`config.mk`:
```
export PLATFORM = sky130hd
export DESIGN_NAME = ucpc_channel
export DESIGN_NICKNAME = d
export VERILOG_FILES = /design/src/shared/ucpc_pkg.sv /design/src/design/ucpc_channel.sv
export SDC_FILE = /design/constraint.sdc
export NUM_CORES = 1
export LEC_CHECK = 0
export BUFFER_PORTS_ARGS = -buffer_cell sky130_fd_sc_hd__buf_2
export CORE_ASPECT_RATIO = 0.6
export CORE_UTILIZATION = 60
export CTS_BUF_LIST = sky130_fd_sc_hd__clkbuf_8
export CTS_CLUSTER_DIAMETER = 50
export DETAILED_ROUTE_END_ITERATION = 16
export PLACE_DENSITY = 0.77
export SYNTH_ARGS = -nofsm -noshare
export SYNTH_HDL_FRONTEND = slang
export SYNTH_SLANG_ARGS = --single-unit
```
`constraint.sdc`:
```
create_clock -name ref_clk_i -period 19 [get_ports ref_clk_i]
set_input_delay 0 -clock ref_clk_i [delete_from_list [all_inputs] [get_ports ref_clk_i]]
set_output_delay 0 -clock ref_clk_i [all_outputs]
set_load 0.02 [all_outputs]
```
`src/shared/ucpc_pkg.sv`:
```
// Constants and carrier types for one serial channel with host pins.
// Assumes a single 100 MHz reference clock for all users.
`default_nettype none
package ucpc_pkg;
  localparam int CLK_HZ = 100_000_000;
  localparam int BAUD_HZ = 115_200;
  localparam int BIT_CYCLES = CLK_HZ / BAUD_HZ;
  localparam int CHAR_BITS = 10;
  localparam int TIMEOUT_CHARS = 4;
  localparam int TIMEOUT_CYCLES = TIMEOUT_CHARS * CHAR_BITS * BIT_CYCLES;
  localparam int FIFO_DEPTH = 8;
  localparam logic [2:0] REG_DATA = 3'h0;
  localparam logic [2:0] REG_IER = 3'h1;
  localparam logic [2:0] REG_EFR = 3'h2;
  localparam logic [2:0] REG_TRIG = 3'h3;
  localparam logic [2:0] REG_MCR = 3'h4;
  localparam logic [2:0] REG_LSR = 3'h5;
  localparam logic [2:0] REG_MSR = 3'h6;
  localparam logic [2:0] REG_SCR = 3'h7;
  localparam int MCR_DTR = 0;
  localparam int MCR_RTS = 1;
  localparam int MCR_IRQ_EN = 3;
  localparam int MCR_LOOP = 4;
  localparam int EFR_AUTO_RTS = 6;
  localparam int EFR_AUTO_CTS = 7;
  localparam int LSR_RX_AVAIL = 0;
  localparam int LSR_RX_ERR = 3;
  localparam int LSR_TX_SPACE = 5;
  localparam int LSR_TX_IDLE = 6;
  localparam logic [7:0] IER_RST = 8'h00;
  localparam logic [7:0] EFR_RST = 8'h00;
  localparam logic [7:0] MCR_RST = 8'h00;
  localparam logic [7:0] TRIG_RST = 8'h41;
  localparam logic [3:0] MODEM_IDLE = 4'hF;

  typedef struct packed {
    logic dcd_n;
    logic ri_n;
    logic dsr_n;
    logic cts_n;
  } ucpc_modem_type;

  typedef struct packed {
    logic       err;
    logic [7:0] data;
  } ucpc_rx_word_type;

  typedef enum logic [1:0] {
    TX_IDLE,
    TX_START,
    TX_DATA,
    TX_STOP
  } ucpc_tx_state_type;

  typedef enum logic [1:0] {
    RX_IDLE,
    RX_START,
    RX_DATA,
    RX_STOP
  } ucpc_rx_state_type;
endpackage
`default_nettype wire

```
`src/design/ucpc_channel.sv`:
```
// One serial channel: host strobe bus, modem pins, FIFOs and DMA flags.
// Assumes all inputs synchronous to ref_clk_i; a second channel is a
// second instance sharing only the data bus wiring and the clock.
`timescale 1ns/1ps
`default_nettype none

module ucpc_fifo #(
  parameter int WIDTH = 9,
  parameter int DEPTH = 8
) (
  input  wire logic                         ref_clk_i,
  input  wire logic                         sys_rst_i,
  input  wire logic                         in_valid_i,
  output logic                              in_ready_o,
  input  wire logic [WIDTH-1:0]             in_data_i,
  output logic                              out_valid_o,
  input  wire logic                         out_ready_i,
  output logic [WIDTH-1:0]                  out_data_o,
  output logic [$clog2(DEPTH+1)-1:0]        count_o
);
  localparam int AW = $clog2(DEPTH);
  localparam int CW = $clog2(DEPTH + 1);

  typedef struct packed {
    logic [DEPTH-1:0][WIDTH-1:0] mem;
    logic [AW-1:0]               wp;
    logic [AW-1:0]               rp;
    logic [CW-1:0]               cnt;
  } ucpc_fifo_state_type;

  ucpc_fifo_state_type state_reg;
  ucpc_fifo_state_type state_next;
  logic                push;
  logic                pop;

  assign in_ready_o = state_reg.cnt != CW'(DEPTH);
  assign out_valid_o = state_reg.cnt != '0;
  assign out_data_o = state_reg.mem[state_reg.rp];
  assign count_o = state_reg.cnt;
  assign push = in_valid_i & in_ready_o;
  assign pop = out_valid_o & out_ready_i;

  always_comb begin
    state_next = state_reg;
    if (push) begin
      state_next.mem[state_reg.wp] = in_data_i;
      state_next.wp = (state_reg.wp == AW'(DEPTH - 1)) ? '0 : state_reg.wp + 1'b1;
    end
    if (pop) begin
      state_next.rp = (state_reg.rp == AW'(DEPTH - 1)) ? '0 : state_reg.rp + 1'b1;
    end
    case ({push, pop})
      2'b10: state_next.cnt = state_reg.cnt + 1'b1;
      2'b01: state_next.cnt = state_reg.cnt - 1'b1;
      default: state_next.cnt = state_reg.cnt;
    endcase
  end

  always_ff @(posedge ref_clk_i or posedge sys_rst_i) begin
    if (sys_rst_i) begin
      state_reg <= '0;
    end else begin
      state_reg <= state_next;
    end
  end
endmodule

module ucpc_channel
  import ucpc_pkg::*;
#(
  parameter int BIT_LEN = BIT_CYCLES,
  parameter int TIMEOUT_LEN = TIMEOUT_CYCLES,
  parameter int DEPTH = FIFO_DEPTH
) (
  input  wire logic           ref_clk_i,
  input  wire logic           sys_rst_i,
  input  wire logic           channel_select_n_i,
  input  wire logic [2:0]     register_select_i,
  input  wire logic           host_read_strobe_n_i,
  input  wire logic           host_write_strobe_n_i,
  input  wire logic [7:0]     host_data_bus_i,
  output logic [7:0]          host_data_bus_o,
  output logic                host_data_bus_oe_n_o,
  input  wire logic           serial_in_i,
  output logic                serial_out_o,
  input  wire ucpc_modem_type modem_i,
  output logic                terminal_ready_out_n_o,
  output logic                request_to_send_n_o,
  output logic                channel_irq_out_o,
  output logic                channel_irq_out_oe_n_o,
  output logic                user_output_n_o,
  output logic                rx_dma_request_n_o,
  output logic                tx_dma_request_n_o
);
  localparam int BW = $clog2(BIT_LEN + 1);
  localparam int OW = $clog2(TIMEOUT_LEN + 1);
  localparam int CW = $clog2(DEPTH + 1);
  localparam logic [BW-1:0] BIT_LAST = BW'(BIT_LEN - 1);
  localparam logic [BW-1:0] BIT_HALF = BW'(BIT_LEN / 2 - 1);
  localparam logic [OW-1:0] TOUT_LAST = OW'(TIMEOUT_LEN);

  typedef struct packed {
    logic              rd_q;
    logic              wr_q;
    logic              wr_cs_q;
    logic [2:0]        wr_addr_q;
    logic [7:0]        wr_data_q;
    logic [7:0]        dout;
    logic              drive;
    logic [7:0]        interrupt_enable_reg;
    logic [7:0]        enhanced_feature_reg;
    logic [7:0]        trig;
    logic [7:0]        modem_control_reg;
    logic [7:0]        scr;
    logic [3:0]        modem_q;
    logic [3:0]        delta;
    logic              rx_err;
    logic              rts_hold;
    logic              rts_n;
    logic              irq;
    logic              rx_rdy_n;
    logic              tx_rdy_n;
    ucpc_tx_state_type tstate;
    logic [BW-1:0]     tcnt;
    logic [2:0]        tbit;
    logic [7:0]        tsh;
    logic              txd;
    ucpc_rx_state_type rstate;
    logic [BW-1:0]     rcnt;
    logic [2:0]        rbit;
    logic [7:0]        rsh;
    logic [OW-1:0]     tout;
  } ucpc_chan_state_type;

  ucpc_chan_state_type state_reg;
  ucpc_chan_state_type state_next;
  ucpc_chan_state_type s;
  logic                rd_edge;
  logic                wr_edge;
  logic                tx_push;
  logic                tx_ready;
  logic                tx_valid;
  logic                tx_pop;
  logic [7:0]          tx_data;
  logic [CW-1:0]       tx_cnt;
  logic                rx_push;
  logic                rx_ready;
  logic                rx_valid;
  logic                rx_pop;
  ucpc_rx_word_type    rx_word;
  ucpc_rx_word_type    rx_head;
  logic [CW-1:0]       rx_cnt;
  logic                rxd;
  logic                ttick;
  logic                rtick;
  logic                tmo;
  logic [3:0]          chg;
  logic [7:0]          lsr;

  assign s = state_reg;

  ucpc_fifo #(
    .WIDTH (8),
    .DEPTH (DEPTH)
  ) u_tx_fifo (
    .ref_clk_i   (ref_clk_i),
    .sys_rst_i   (sys_rst_i),
    .in_valid_i  (tx_push),
    .in_ready_o  (tx_ready),
    .in_data_i   (s.wr_data_q),
    .out_valid_o (tx_valid),
    .out_ready_i (tx_pop),
    .out_data_o  (tx_data),
    .count_o     (tx_cnt)
  );

  ucpc_fifo #(
    .WIDTH (9),
    .DEPTH (DEPTH)
  ) u_rx_fifo (
    .ref_clk_i   (ref_clk_i),
    .sys_rst_i   (sys_rst_i),
    .in_valid_i  (rx_push),
    .in_ready_o  (rx_ready),
    .in_data_i   (rx_word),
    .out_valid_o (rx_valid),
    .out_ready_i (rx_pop),
    .out_data_o  (rx_head),
    .count_o     (rx_cnt)
  );

  always_comb begin
    state_next = s;
    rd_edge = s.rd_q & ~host_read_strobe_n_i & ~channel_select_n_i;
    wr_edge = ~s.wr_q & host_write_strobe_n_i & s.wr_cs_q;
    tx_push = wr_edge & (s.wr_addr_q == REG_DATA);
    rx_pop = rd_edge & (register_select_i == REG_DATA);
    rxd = s.modem_control_reg[MCR_LOOP] ? s.txd : serial_in_i;
    ttick = s.tcnt == BIT_LAST;
    rtick = (s.rstate == RX_START) ? (s.rcnt == BIT_HALF) : (s.rcnt == BIT_LAST);
    tmo = s.tout == TOUT_LAST;
    tx_pop = 1'b0;
    rx_push = 1'b0;
    rx_word = '{err: ~rxd, data: s.rsh};
    lsr = '0;
    lsr[LSR_RX_AVAIL] = rx_valid;
    lsr[LSR_RX_ERR] = s.rx_err;
    lsr[LSR_TX_SPACE] = tx_ready;
    lsr[LSR_TX_IDLE] = ~tx_valid & (s.tstate == TX_IDLE);
    state_next.rd_q = host_read_strobe_n_i;
    state_next.wr_q = host_write_strobe_n_i;
    state_next.wr_cs_q = ~channel_select_n_i;
    state_next.wr_addr_q = register_select_i;
    state_next.wr_data_q = host_data_bus_i;
    if (rd_edge) begin
      state_next.drive = 1'b1;
      case (register_select_i)
        REG_DATA: state_next.dout = rx_valid ? rx_head.data : 8'h00;
        REG_IER: state_next.dout = s.interrupt_enable_reg;
        REG_EFR: state_next.dout = s.enhanced_feature_reg;
        REG_TRIG: state_next.dout = s.trig;
        REG_MCR: state_next.dout = s.modem_control_reg;
        REG_LSR: state_next.dout = lsr;
        REG_MSR: state_next.dout = {~s.modem_q, s.delta};
        default: state_next.dout = s.scr;
      endcase
      if (register_select_i == REG_LSR) begin
        state_next.rx_err = 1'b0;
      end
      if (register_select_i == REG_MSR) begin
        state_next.delta = 4'h0;
      end
    end else if (host_read_strobe_n_i | channel_select_n_i) begin
      state_next.drive = 1'b0;
    end
    if (wr_edge) begin
      case (s.wr_addr_q)
        REG_IER: state_next.interrupt_enable_reg = s.wr_data_q;
        REG_EFR: state_next.enhanced_feature_reg = s.wr_data_q;
        REG_TRIG: state_next.trig = s.wr_data_q;
        REG_MCR: state_next.modem_control_reg = s.wr_data_q;
        REG_SCR: state_next.scr = s.wr_data_q;
        default: state_next.scr = s.scr;
      endcase
    end
    state_next.modem_q = modem_i;
    chg = s.modem_q ^ modem_i;
    chg[2] = ~s.modem_q[2] & modem_i.ri_n;
    // Auto clear to send owns the transmitter, so its edges stay quiet
    chg[0] = chg[0] & ~s.enhanced_feature_reg[EFR_AUTO_CTS];
    state_next.delta = state_next.delta | {chg[3], chg[2], chg[1], chg[0]};
    // Transmitter
    state_next.tcnt = (s.tstate == TX_IDLE || ttick) ? '0 : s.tcnt + 1'b1;
    case (s.tstate)
      TX_IDLE: begin
        if (tx_valid & (~s.enhanced_feature_reg[EFR_AUTO_CTS] | ~modem_i.cts_n)) begin
          tx_pop = 1'b1;
          state_next.tsh = tx_data;
          state_next.txd = 1'b0;
          state_next.tstate = TX_START;
        end
      end
      TX_START: begin
        if (ttick) begin
          state_next.txd = s.tsh[0];
          state_next.tbit = 3'h0;
          state_next.tstate = TX_DATA;
        end
      end
      TX_DATA: begin
        if (ttick) begin
          state_next.tsh = {1'b0, s.tsh[7:1]};
          state_next.tbit = s.tbit + 1'b1;
          state_next.txd = s.tsh[1];
          if (s.tbit == 3'h7) begin
            state_next.txd = 1'b1;
            state_next.tstate = TX_STOP;
          end
        end
      end
      TX_STOP: begin
        if (ttick) begin
          state_next.tstate = TX_IDLE;
        end
      end
      default: state_next.tstate = TX_IDLE;
    endcase
    // Receiver, sampled at mid bit
    state_next.rcnt = (s.rstate == RX_IDLE || rtick) ? '0 : s.rcnt + 1'b1;
    case (s.rstate)
      RX_IDLE: begin
        if (!rxd) begin
          state_next.rstate = RX_START;
        end
      end
      RX_START: begin
        if (rtick) begin
          state_next.rbit = 3'h0;
          state_next.rstate = rxd ? RX_IDLE : RX_DATA;
        end
      end
      RX_DATA: begin
        if (rtick) begin
          // First bit lands in bit zero
          state_next.rsh = {rxd, s.rsh[7:1]};
          state_next.rbit = s.rbit + 1'b1;
          if (s.rbit == 3'h7) begin
            state_next.rstate = RX_STOP;
          end
        end
      end
      RX_STOP: begin
        if (rtick) begin
          rx_push = 1'b1;
          state_next.rstate = RX_IDLE;
        end
      end
      default: state_next.rstate = RX_IDLE;
    endcase
    // Framing or overrun error; the set wins over a status read
    if (rx_push & (~rxd | ~rx_ready)) begin
      state_next.rx_err = 1'b1;
    end
    // Character timeout while data waits unread
    if (!rx_valid || rx_push || rx_pop) begin
      state_next.tout = '0;
    end else if (!tmo) begin
      state_next.tout = s.tout + 1'b1;
    end
    if (!rx_valid || s.rx_err) begin
      state_next.rx_rdy_n = 1'b1;
    end else if (8'(rx_cnt) >= {4'h0, s.trig[3:0]} || tmo) begin
      state_next.rx_rdy_n = 1'b0;
    end
    if (!tx_ready) begin
      state_next.tx_rdy_n = 1'b1;
    end else if (8'(DEPTH) - 8'(tx_cnt) >= {4'h0, s.trig[7:4]}) begin
      state_next.tx_rdy_n = 1'b0;
    end
    if (!rx_valid) begin
      state_next.rts_hold = 1'b0;
    end else if (8'(rx_cnt) >= {4'h0, s.trig[3:0]}) begin
      state_next.rts_hold = 1'b1;
    end
    state_next.rts_n = ~s.modem_control_reg[MCR_RTS] | (s.enhanced_feature_reg[EFR_AUTO_RTS] & s.rts_hold);
    state_next.irq = |({|s.delta, s.rx_err, tx_ready, rx_valid} & s.interrupt_enable_reg[3:0]);
  end

  always_ff @(posedge ref_clk_i or posedge sys_rst_i) begin
    if (sys_rst_i) begin
      state_reg <= '0;
      state_reg.rd_q <= 1'b1;
      state_reg.wr_q <= 1'b1;
      state_reg.interrupt_enable_reg <= IER_RST;
      state_reg.enhanced_feature_reg <= EFR_RST;
      state_reg.trig <= TRIG_RST;
      state_reg.modem_control_reg <= MCR_RST;
      state_reg.modem_q <= MODEM_IDLE;
      state_reg.rts_n <= 1'b1;
      state_reg.rx_rdy_n <= 1'b1;
      state_reg.tx_rdy_n <= 1'b1;
      state_reg.txd <= 1'b1;
    end else begin
      state_reg <= state_next;
    end
  end

  assign host_data_bus_o = s.dout;
  assign host_data_bus_oe_n_o = ~s.drive;
  assign serial_out_o = s.modem_control_reg[MCR_LOOP] | s.txd;
  assign terminal_ready_out_n_o = ~s.modem_control_reg[MCR_DTR];
  assign request_to_send_n_o = s.rts_n;
  assign channel_irq_out_o = s.irq & s.modem_control_reg[MCR_IRQ_EN];
  assign channel_irq_out_oe_n_o = ~s.modem_control_reg[MCR_IRQ_EN];
  assign user_output_n_o = ~s.modem_control_reg[MCR_IRQ_EN];
  assign rx_dma_request_n_o = s.rx_rdy_n;
  assign tx_dma_request_n_o = s.tx_rdy_n;
endmodule

`default_nettype wire

```
==> results.toml, run 1 <==
[cts]
clk_latency_ns = 0.55
numCtsBuffers = 43
htreeDepth = 2
cts.sinks = 288
clock_path_buffers = 3
cts_setup_buffers = 0
cts_tree = "done"
clkTransAtPathRegs_ns = 0.06
cts_hold_buf = 20
cts_root_buffer = "clkbuf_8"
cts.repair.resized = 0

[drt]
drt_first_pass_iters = 6
antenna_left = 0
drt_iter0_markers = 654
vias = 8722
drcViolationCount = 0
routedWlPerCell_um = 19.7
vias_per_cell = 5.87
routed_wl_um = 29300

[power]
p_clk_share_pct = 35.8
p_int_uw = 1000
ir_worst_vdd_v = 0.0000520
swShare_pct = 27.4
power.leakage_uw = 0.00714
powerDensity_nw_per_um2 = 91.6
power_frac_seq_pct = 51.8
switchingPower_uw = 377
power_frac_comb_pct = 12.4

[worst_setup_path]
endpoint_kind = "flip-flop"
cp_slowest_cell = "dfrtp_1"
crit_fanout = 14
crit_arrival_ns = 3.41
critPathMaxStageDelay_ns = 0.64
crit_type = "flip-flop to flip-flop"
path_cells = "inv_2, nor4_4, o2111a_1, nand2_1, ha_1, xor2_1, ha_1, a21oi_1, xor2_1, nor2_1, xor2_1"
reg2reg_depth = 11
crit_top_cell = "xor2_1"
start_kind = "flip-flop"
required_ns = 19.43

[sta]
timing.fmax_ghz = 0.335
period_minus_slack_ns = 2.98
worst_pin_slew_ns = 1.20
finalSetupViolCount = 0
fin_skew_ns = 0.0207
finalCritPeriodShare_pct = 15.7
fin_setup_tns_ns = 0
final_max_slew_viol_count = 0
rsz0062_at_grt = "false"
relSlewSlack_pct = 20.0
hold_violations = 0

[final_layout]
diodes = 0
largest_reg_flops = 119
drive_gt1_share_pct = 29.1
final_cells = 1485
final_nets = 1206
syn2layout_area_growth_pct = 10.2
final_cell_mix = "276 x dfrtp_1, 180 x mux2_2, 77 x nor2_1"
layout_commonest_cell = "dfrtp_1"

[global_routing]
antenna_found_initial = 0
grt-ovfl-total = 0
grt_pass1_wl_um = 47800
track_usage_pct = 26.4
grt_max_degree = 125
first_global_vias = 8776

[logic_synthesis]
synth-edff-count = 0
yosys_most_used_dff = "dfrtp_1"
synth_area_leaders = "dfrtp_1 51%, mux2_2 15%, mux4_2 5.1%"
yosys.area.top_type = "dfrtp_1"
async_reset_ff_share_pct = 100
synth_warnings = 0
syn-num-nets = 1160
syn_area_um2 = 13700
syn-mean-instance-area_um2 = 12.4
seq_area_frac_synth_pct = 52.9
synth_cell_types = 65
ys_ff_latch = 288
synth_cells = 1101
synth_top_area_share_pct = 50.6

[die]
core_um2 = 22200
io_pins = 38
fp-row-count = 42
start_util_pct = 61.6
die_h_um = 119
die_w_um = 197
die_area_um2 = 23400

[place]
port_buffers = 37
place_hpwl_um = 19700
placed_cells = 1390
place.gp.congestion = 0.862

[hold_path]
min_path_cells = 2
hold_path.class = "input pin to flip-flop"

[outcome]
status = "finished clean"

[job]
max-cap-violations = 0
-- kinds of logic (layout without fill, tap and decap cells) --
| kind of cell | Yosys count | in the layout | share of synthesized area, % |
|---|---|---|---|
| flip-flops | 288 | 288 | 52.9 |
| multiplexers | 225 | 225 | 21.0 |
| buffers and inverters | 100 | 176 | 3.03 |
| AO/OA/AOI/OAI | 140 | 140 | 6.34 |
| XOR/XNOR | 44 | 44 | 2.82 |
| AND/OR/NAND/NOR | 266 | 266 | 10.4 |
| adder cells (fa/ha/maj) | 38 | 38 | 3.54 |
-- power by group through the flow --
| stage | logic [uW] | registers [uW] | clock network [uW] |
|---|---|---|---|
| detailed placement | 168 | 723 | 0 |
| floorplan | 151 | 691 | 0 |
| finish | 170 | 714 | 494 |
| global route | 192 | 720 | 536 |
| CTS | 172 | 712 | 508 |
| global placement | 162 | 720 | 0 |
-- path summary, 6_finish.rpt --
kind | startpoint | end | slack [ns]
max in group asynchronous | sys_rst_i | rx_word[1]$_DFFE_PP0P_ | 17.19
worst min register to register | s[42]$_DFFE_PP0P_ | s[42]$_DFFE_PP0P_ | 0.48
min in group asynchronous | sys_rst_i | s[59]$_DFF_PP0_ | 0.12
worst max register to register | s[37]$_DFFE_PP0P_ | u_rx_fifo.count_o[2]$_DFFE_PP0P_ | 16.02
worst min-delay path | host_data_bus_i[0] | s[126]$_DFF_PP0_ | 0.1
worst max-delay path | s[37]$_DFFE_PP0P_ | u_rx_fifo.count_o[2]$_DFFE_PP0P_ | 16.02
-- cells in the mapped netlist, types with 6 or more instances --
library cell and n:
a22oi_1 7, dfstp_2 12, mux4_2 31, nor2_1 77
nand2b_1 10, and3_1 7, o21ai_0 45, a31oi_1 6
mux2i_1 14, a21oi_1 38, mux2_2 180, dfrtp_1 276
nand4_1 9, buf_4 9, clkbuf_1 36, nor4_1 6
buf_1 12, ha_1 37, nor2b_1 13, o22ai_1 10
and2_1 6, inv_1 38, xnor2_1 23, nand3_1 25
xor2_1 21, nor3_1 10, nand3b_1 6, a211oi_1 6
nand2_1 64
-- worst max-delay path, delay by kind of cell (launching register included) --
kind	cells	cell delay, ns
AO/OA/AOI/OAI	2	0.53
XOR/XNOR	3	0.46
adder cells (fa/ha/maj)	2	0.48
buffers and inverters	1	0.11
flip-flops	1	0.64
AND/OR/NAND/NOR	3	0.65
-- metrics by stage --
stage	utilization, %	hold slack [ns]	setup WS, ns	power, uW	instance area [um2]
after floorplan	-	0.00448	11.07	842	13700
after CTS	67.9	0.0573	16.03	1390	15000
after detailed placement	63.1	0.109	16.06	891	14000
after global placement	63.1	0.108	16.14	882	14000
after global routing	67.9	0.0614	15.73	1450	15000
final	67.9	0.0975	16.02	1380	15000
-- area by class of cell --
type / count / area [um2]
sequential: 288 / 7220
clock inverter: 19 / 75.1
timing repair buffer: 62 / 423
tap: 308 / 385
clock buffer: 56 / 771
inverter: 39 / 154
multi-input combinational: 713 / 6020
fill: 1670 / 7130
-- layer usage --
layer	wire length [um]	global-route usage (%)	vias up
li1	-	-	4018
met1	14600	42.4	4439
met2	12200	36.0	230
met3	2040	6.06	35
met4	423	6.20	0
met5	0	0	-
(Power assumes the default switching activity.)
==> run 2, diff against run 1 <==
Clock period 19 ns to 3.1 ns, I/O delays scaled along.
==> run 2 against run 1 <==
Compared with the run above: die area is the same; core utilization up 0.95 points; sequential power grew to 6.0 times the previous value; non-clock buffer count grew 22; largest cell class unchanged.
==> results.toml, run 2 (synthesis results as in run 1) <==
[outcome]
status = "finished clean"

[worst_setup_path]
endpoint = "u_rx_fifo.count_o[2]$_DFFE_PP0P_"
crit_arrival_ns = 3.36
crit_top_cell = "xor2_1"
rrSetupSlack_ns = 0.18
crit_type = "flip-flop to flip-flop"
start_kind = "flip-flop"
crit_path_start = "u_rx_fifo.count_o[0]$_DFFE_PP0P_"
path_cells = "or4_1, and2_1, nand2_1, inv_1, ha_1, xor2_1, ha_1, a21oi_1, xor2_1, nor2_1, xor2_1"
r2r-start = "u_rx_fifo.count_o[0]$_DFFE_PP0P_"
cp_slowest_cell = "or4_1"
reg2reg_depth = 11
endpoint_kind = "flip-flop"
critPathMaxStageDelay_ns = 0.63
r2r_end = "u_rx_fifo.count_o[2]$_DFFE_PP0P_"
crit_fanout = 9
required_ns = 3.54

[cts]
clk_latency_ns = 0.56
cts.sinks = 288
cts_root_buffer = "clkbuf_8"
htreeDepth = 2
clock_path_buffers = 3
cts_tree = "done"
numCtsBuffers = 42
clkTransAtPathRegs_ns = 0.07

[die]
core_um2 = 22200
die_area_um2 = 23400
io_pins = 38
start_util_pct = 61.6
die_w_um = 197
fp-row-count = 42
die_h_um = 119

[power]
ir_worst_vdd_v = 0.000348
powerDensity_nw_per_um2 = 556
power.leakage_uw = 0.00727

[global_routing]
grt_pass1_wl_um = 49200
first_global_vias = 8943
antenna_found_initial = 0
grt-ovfl-total = 0
track_usage_pct = 27.2
grt_max_degree = 70

[sta]
worst_pin_slew_ns = 0.930
timing.fmax_ghz = 0.343
final_max_slew_viol_count = 0
rsz0062_at_grt = "false"
finalSetupViolCount = 0
fin_setup_tns_ns = 0
fin_skew_ns = 0.0166
relSlewSlack_pct = 37.9
hold_violations = 0
hold_ws_ns = 0.0783
period_minus_slack_ns = 2.92
finalCritPeriodShare_pct = 94.1

[place]
place_area_um2 = 14200
place.gp.congestion = 0.867
port_buffers = 37
place_hpwl_um = 20400

[drt]
routedWlPerCell_um = 19.8
drt_first_pass_iters = 5
vias_per_cell = 5.85
vias = 8838
antenna_left = 0
routed_wl_um = 29900
drcViolationCount = 0
drt_iter0_markers = 636

[final_layout]
final_nets = 1227
drive_gt1_share_pct = 30.3
layout_commonest_cell = "dfrtp_1"
stdcell_area_um2 = 15300
final_cell_mix = "276 x dfrtp_1, 180 x mux2_2, 77 x nor2_1"
nFillCells = 1613
syn2layout_area_growth_pct = 11.8
diodes = 0
final_core_util_pct = 68.8
largest_reg_flops = 119

[hold_path]
hold_path.class = "input pin to flip-flop"

[job]
max-cap-violations = 0
## run 2: cell types whose count changed in the layout (fill, tap and decap cells not counted), sizes merged
cell and delta:
buf +22, inv +6, clkbuf -3, clkinv -1, clkinvlp +1
## run 2: through the flow
step | instances | worst slack (ns) | total power [uW]
3_5_place_dp | 1412 | 0.242 | 5510
5_1_grt | 1510 | 0.0208 | 8900
3_3_place_gp | 1412 | 0.330 | 5460
2_1_floorplan | 1101 | -0.709 | 5160
4_1_cts | 1510 | 0.228 | 8550
6_report | 1510 | 0.182 | 8490
## run 2: repair_timing
action / CTS / global route
endpoints found under the setup margin: 0 / 0
hold endpoints to repair: 60 / 0
buffers inserted: 0 / 0
resized for setup: 0 / 0
hold buffers: 20 / 0
## run 2: final cells by class
| type | count | area (um2) | share of cell area (%) |
|---|---|---|---|
| sequential | 288 | 7220 | 47.3 |
| multi-input combinational | 713 | 6020 | 39.5 |
| clock buffer | 53 | 729 | 4.78 |
| timing repair buffer | 84 | 638 | 4.18 |
| tap | 308 | 385 | 2.53 |
| inverter | 39 | 150 | 0.984 |
| clock inverter | 25 | 111 | 0.730 |
## run 2: report_power, final
part | leakage [uW] | internal [uW] | switching [uW]
combinational | 0.00298 | 525 | 650
sequential | 0.00378 | 4030 | 275
clock | 0.000509 | 1550 | 1460
total | 0.00727 | 6110 | 2380
## run 2: metal layers
metal	track usage, %	up-vias	part of all wire (%)
met2	36.9	263	42
met3	6.83	35	6.8
met1	43.7	4484	50
met4	5.96	0	1.3
li1	-	4056	-
met5	0	-	0
## run 2: critical path: cells and delay by family, from the launching register on
family / cells / cell delay [ns]
AOI/OAI and AO/OA: 1 / 0.15
adders and majority gates: 2 / 0.46
DFF: 1 / 0.48
xor gates and xnor gates: 3 / 0.45
buffers and inverters: 1 / 0.13
and+or+nand+nor: 4 / 1.13
## run 2: worst min path at each step
stage                                     start          endpoint  slack [ns]  cells past startpoint
after detailed placement     host_data_bus_i[3]  s[129]$_DFF_PP0_        0.11                      1
final                        host_data_bus_i[4]  s[130]$_DFF_PP0_        0.08                      2
after CTS                    host_data_bus_i[4]  s[130]$_DFF_PP0_        0.05                      2
after global placement       host_data_bus_i[7]  s[133]$_DFF_PP0_        0.11                      1
after floorplan           host_write_strobe_n_i  s[138]$_DFF_PP1_       0.004                      0
after global routing         host_data_bus_i[3]  s[129]$_DFF_PP0_        0.06                      2
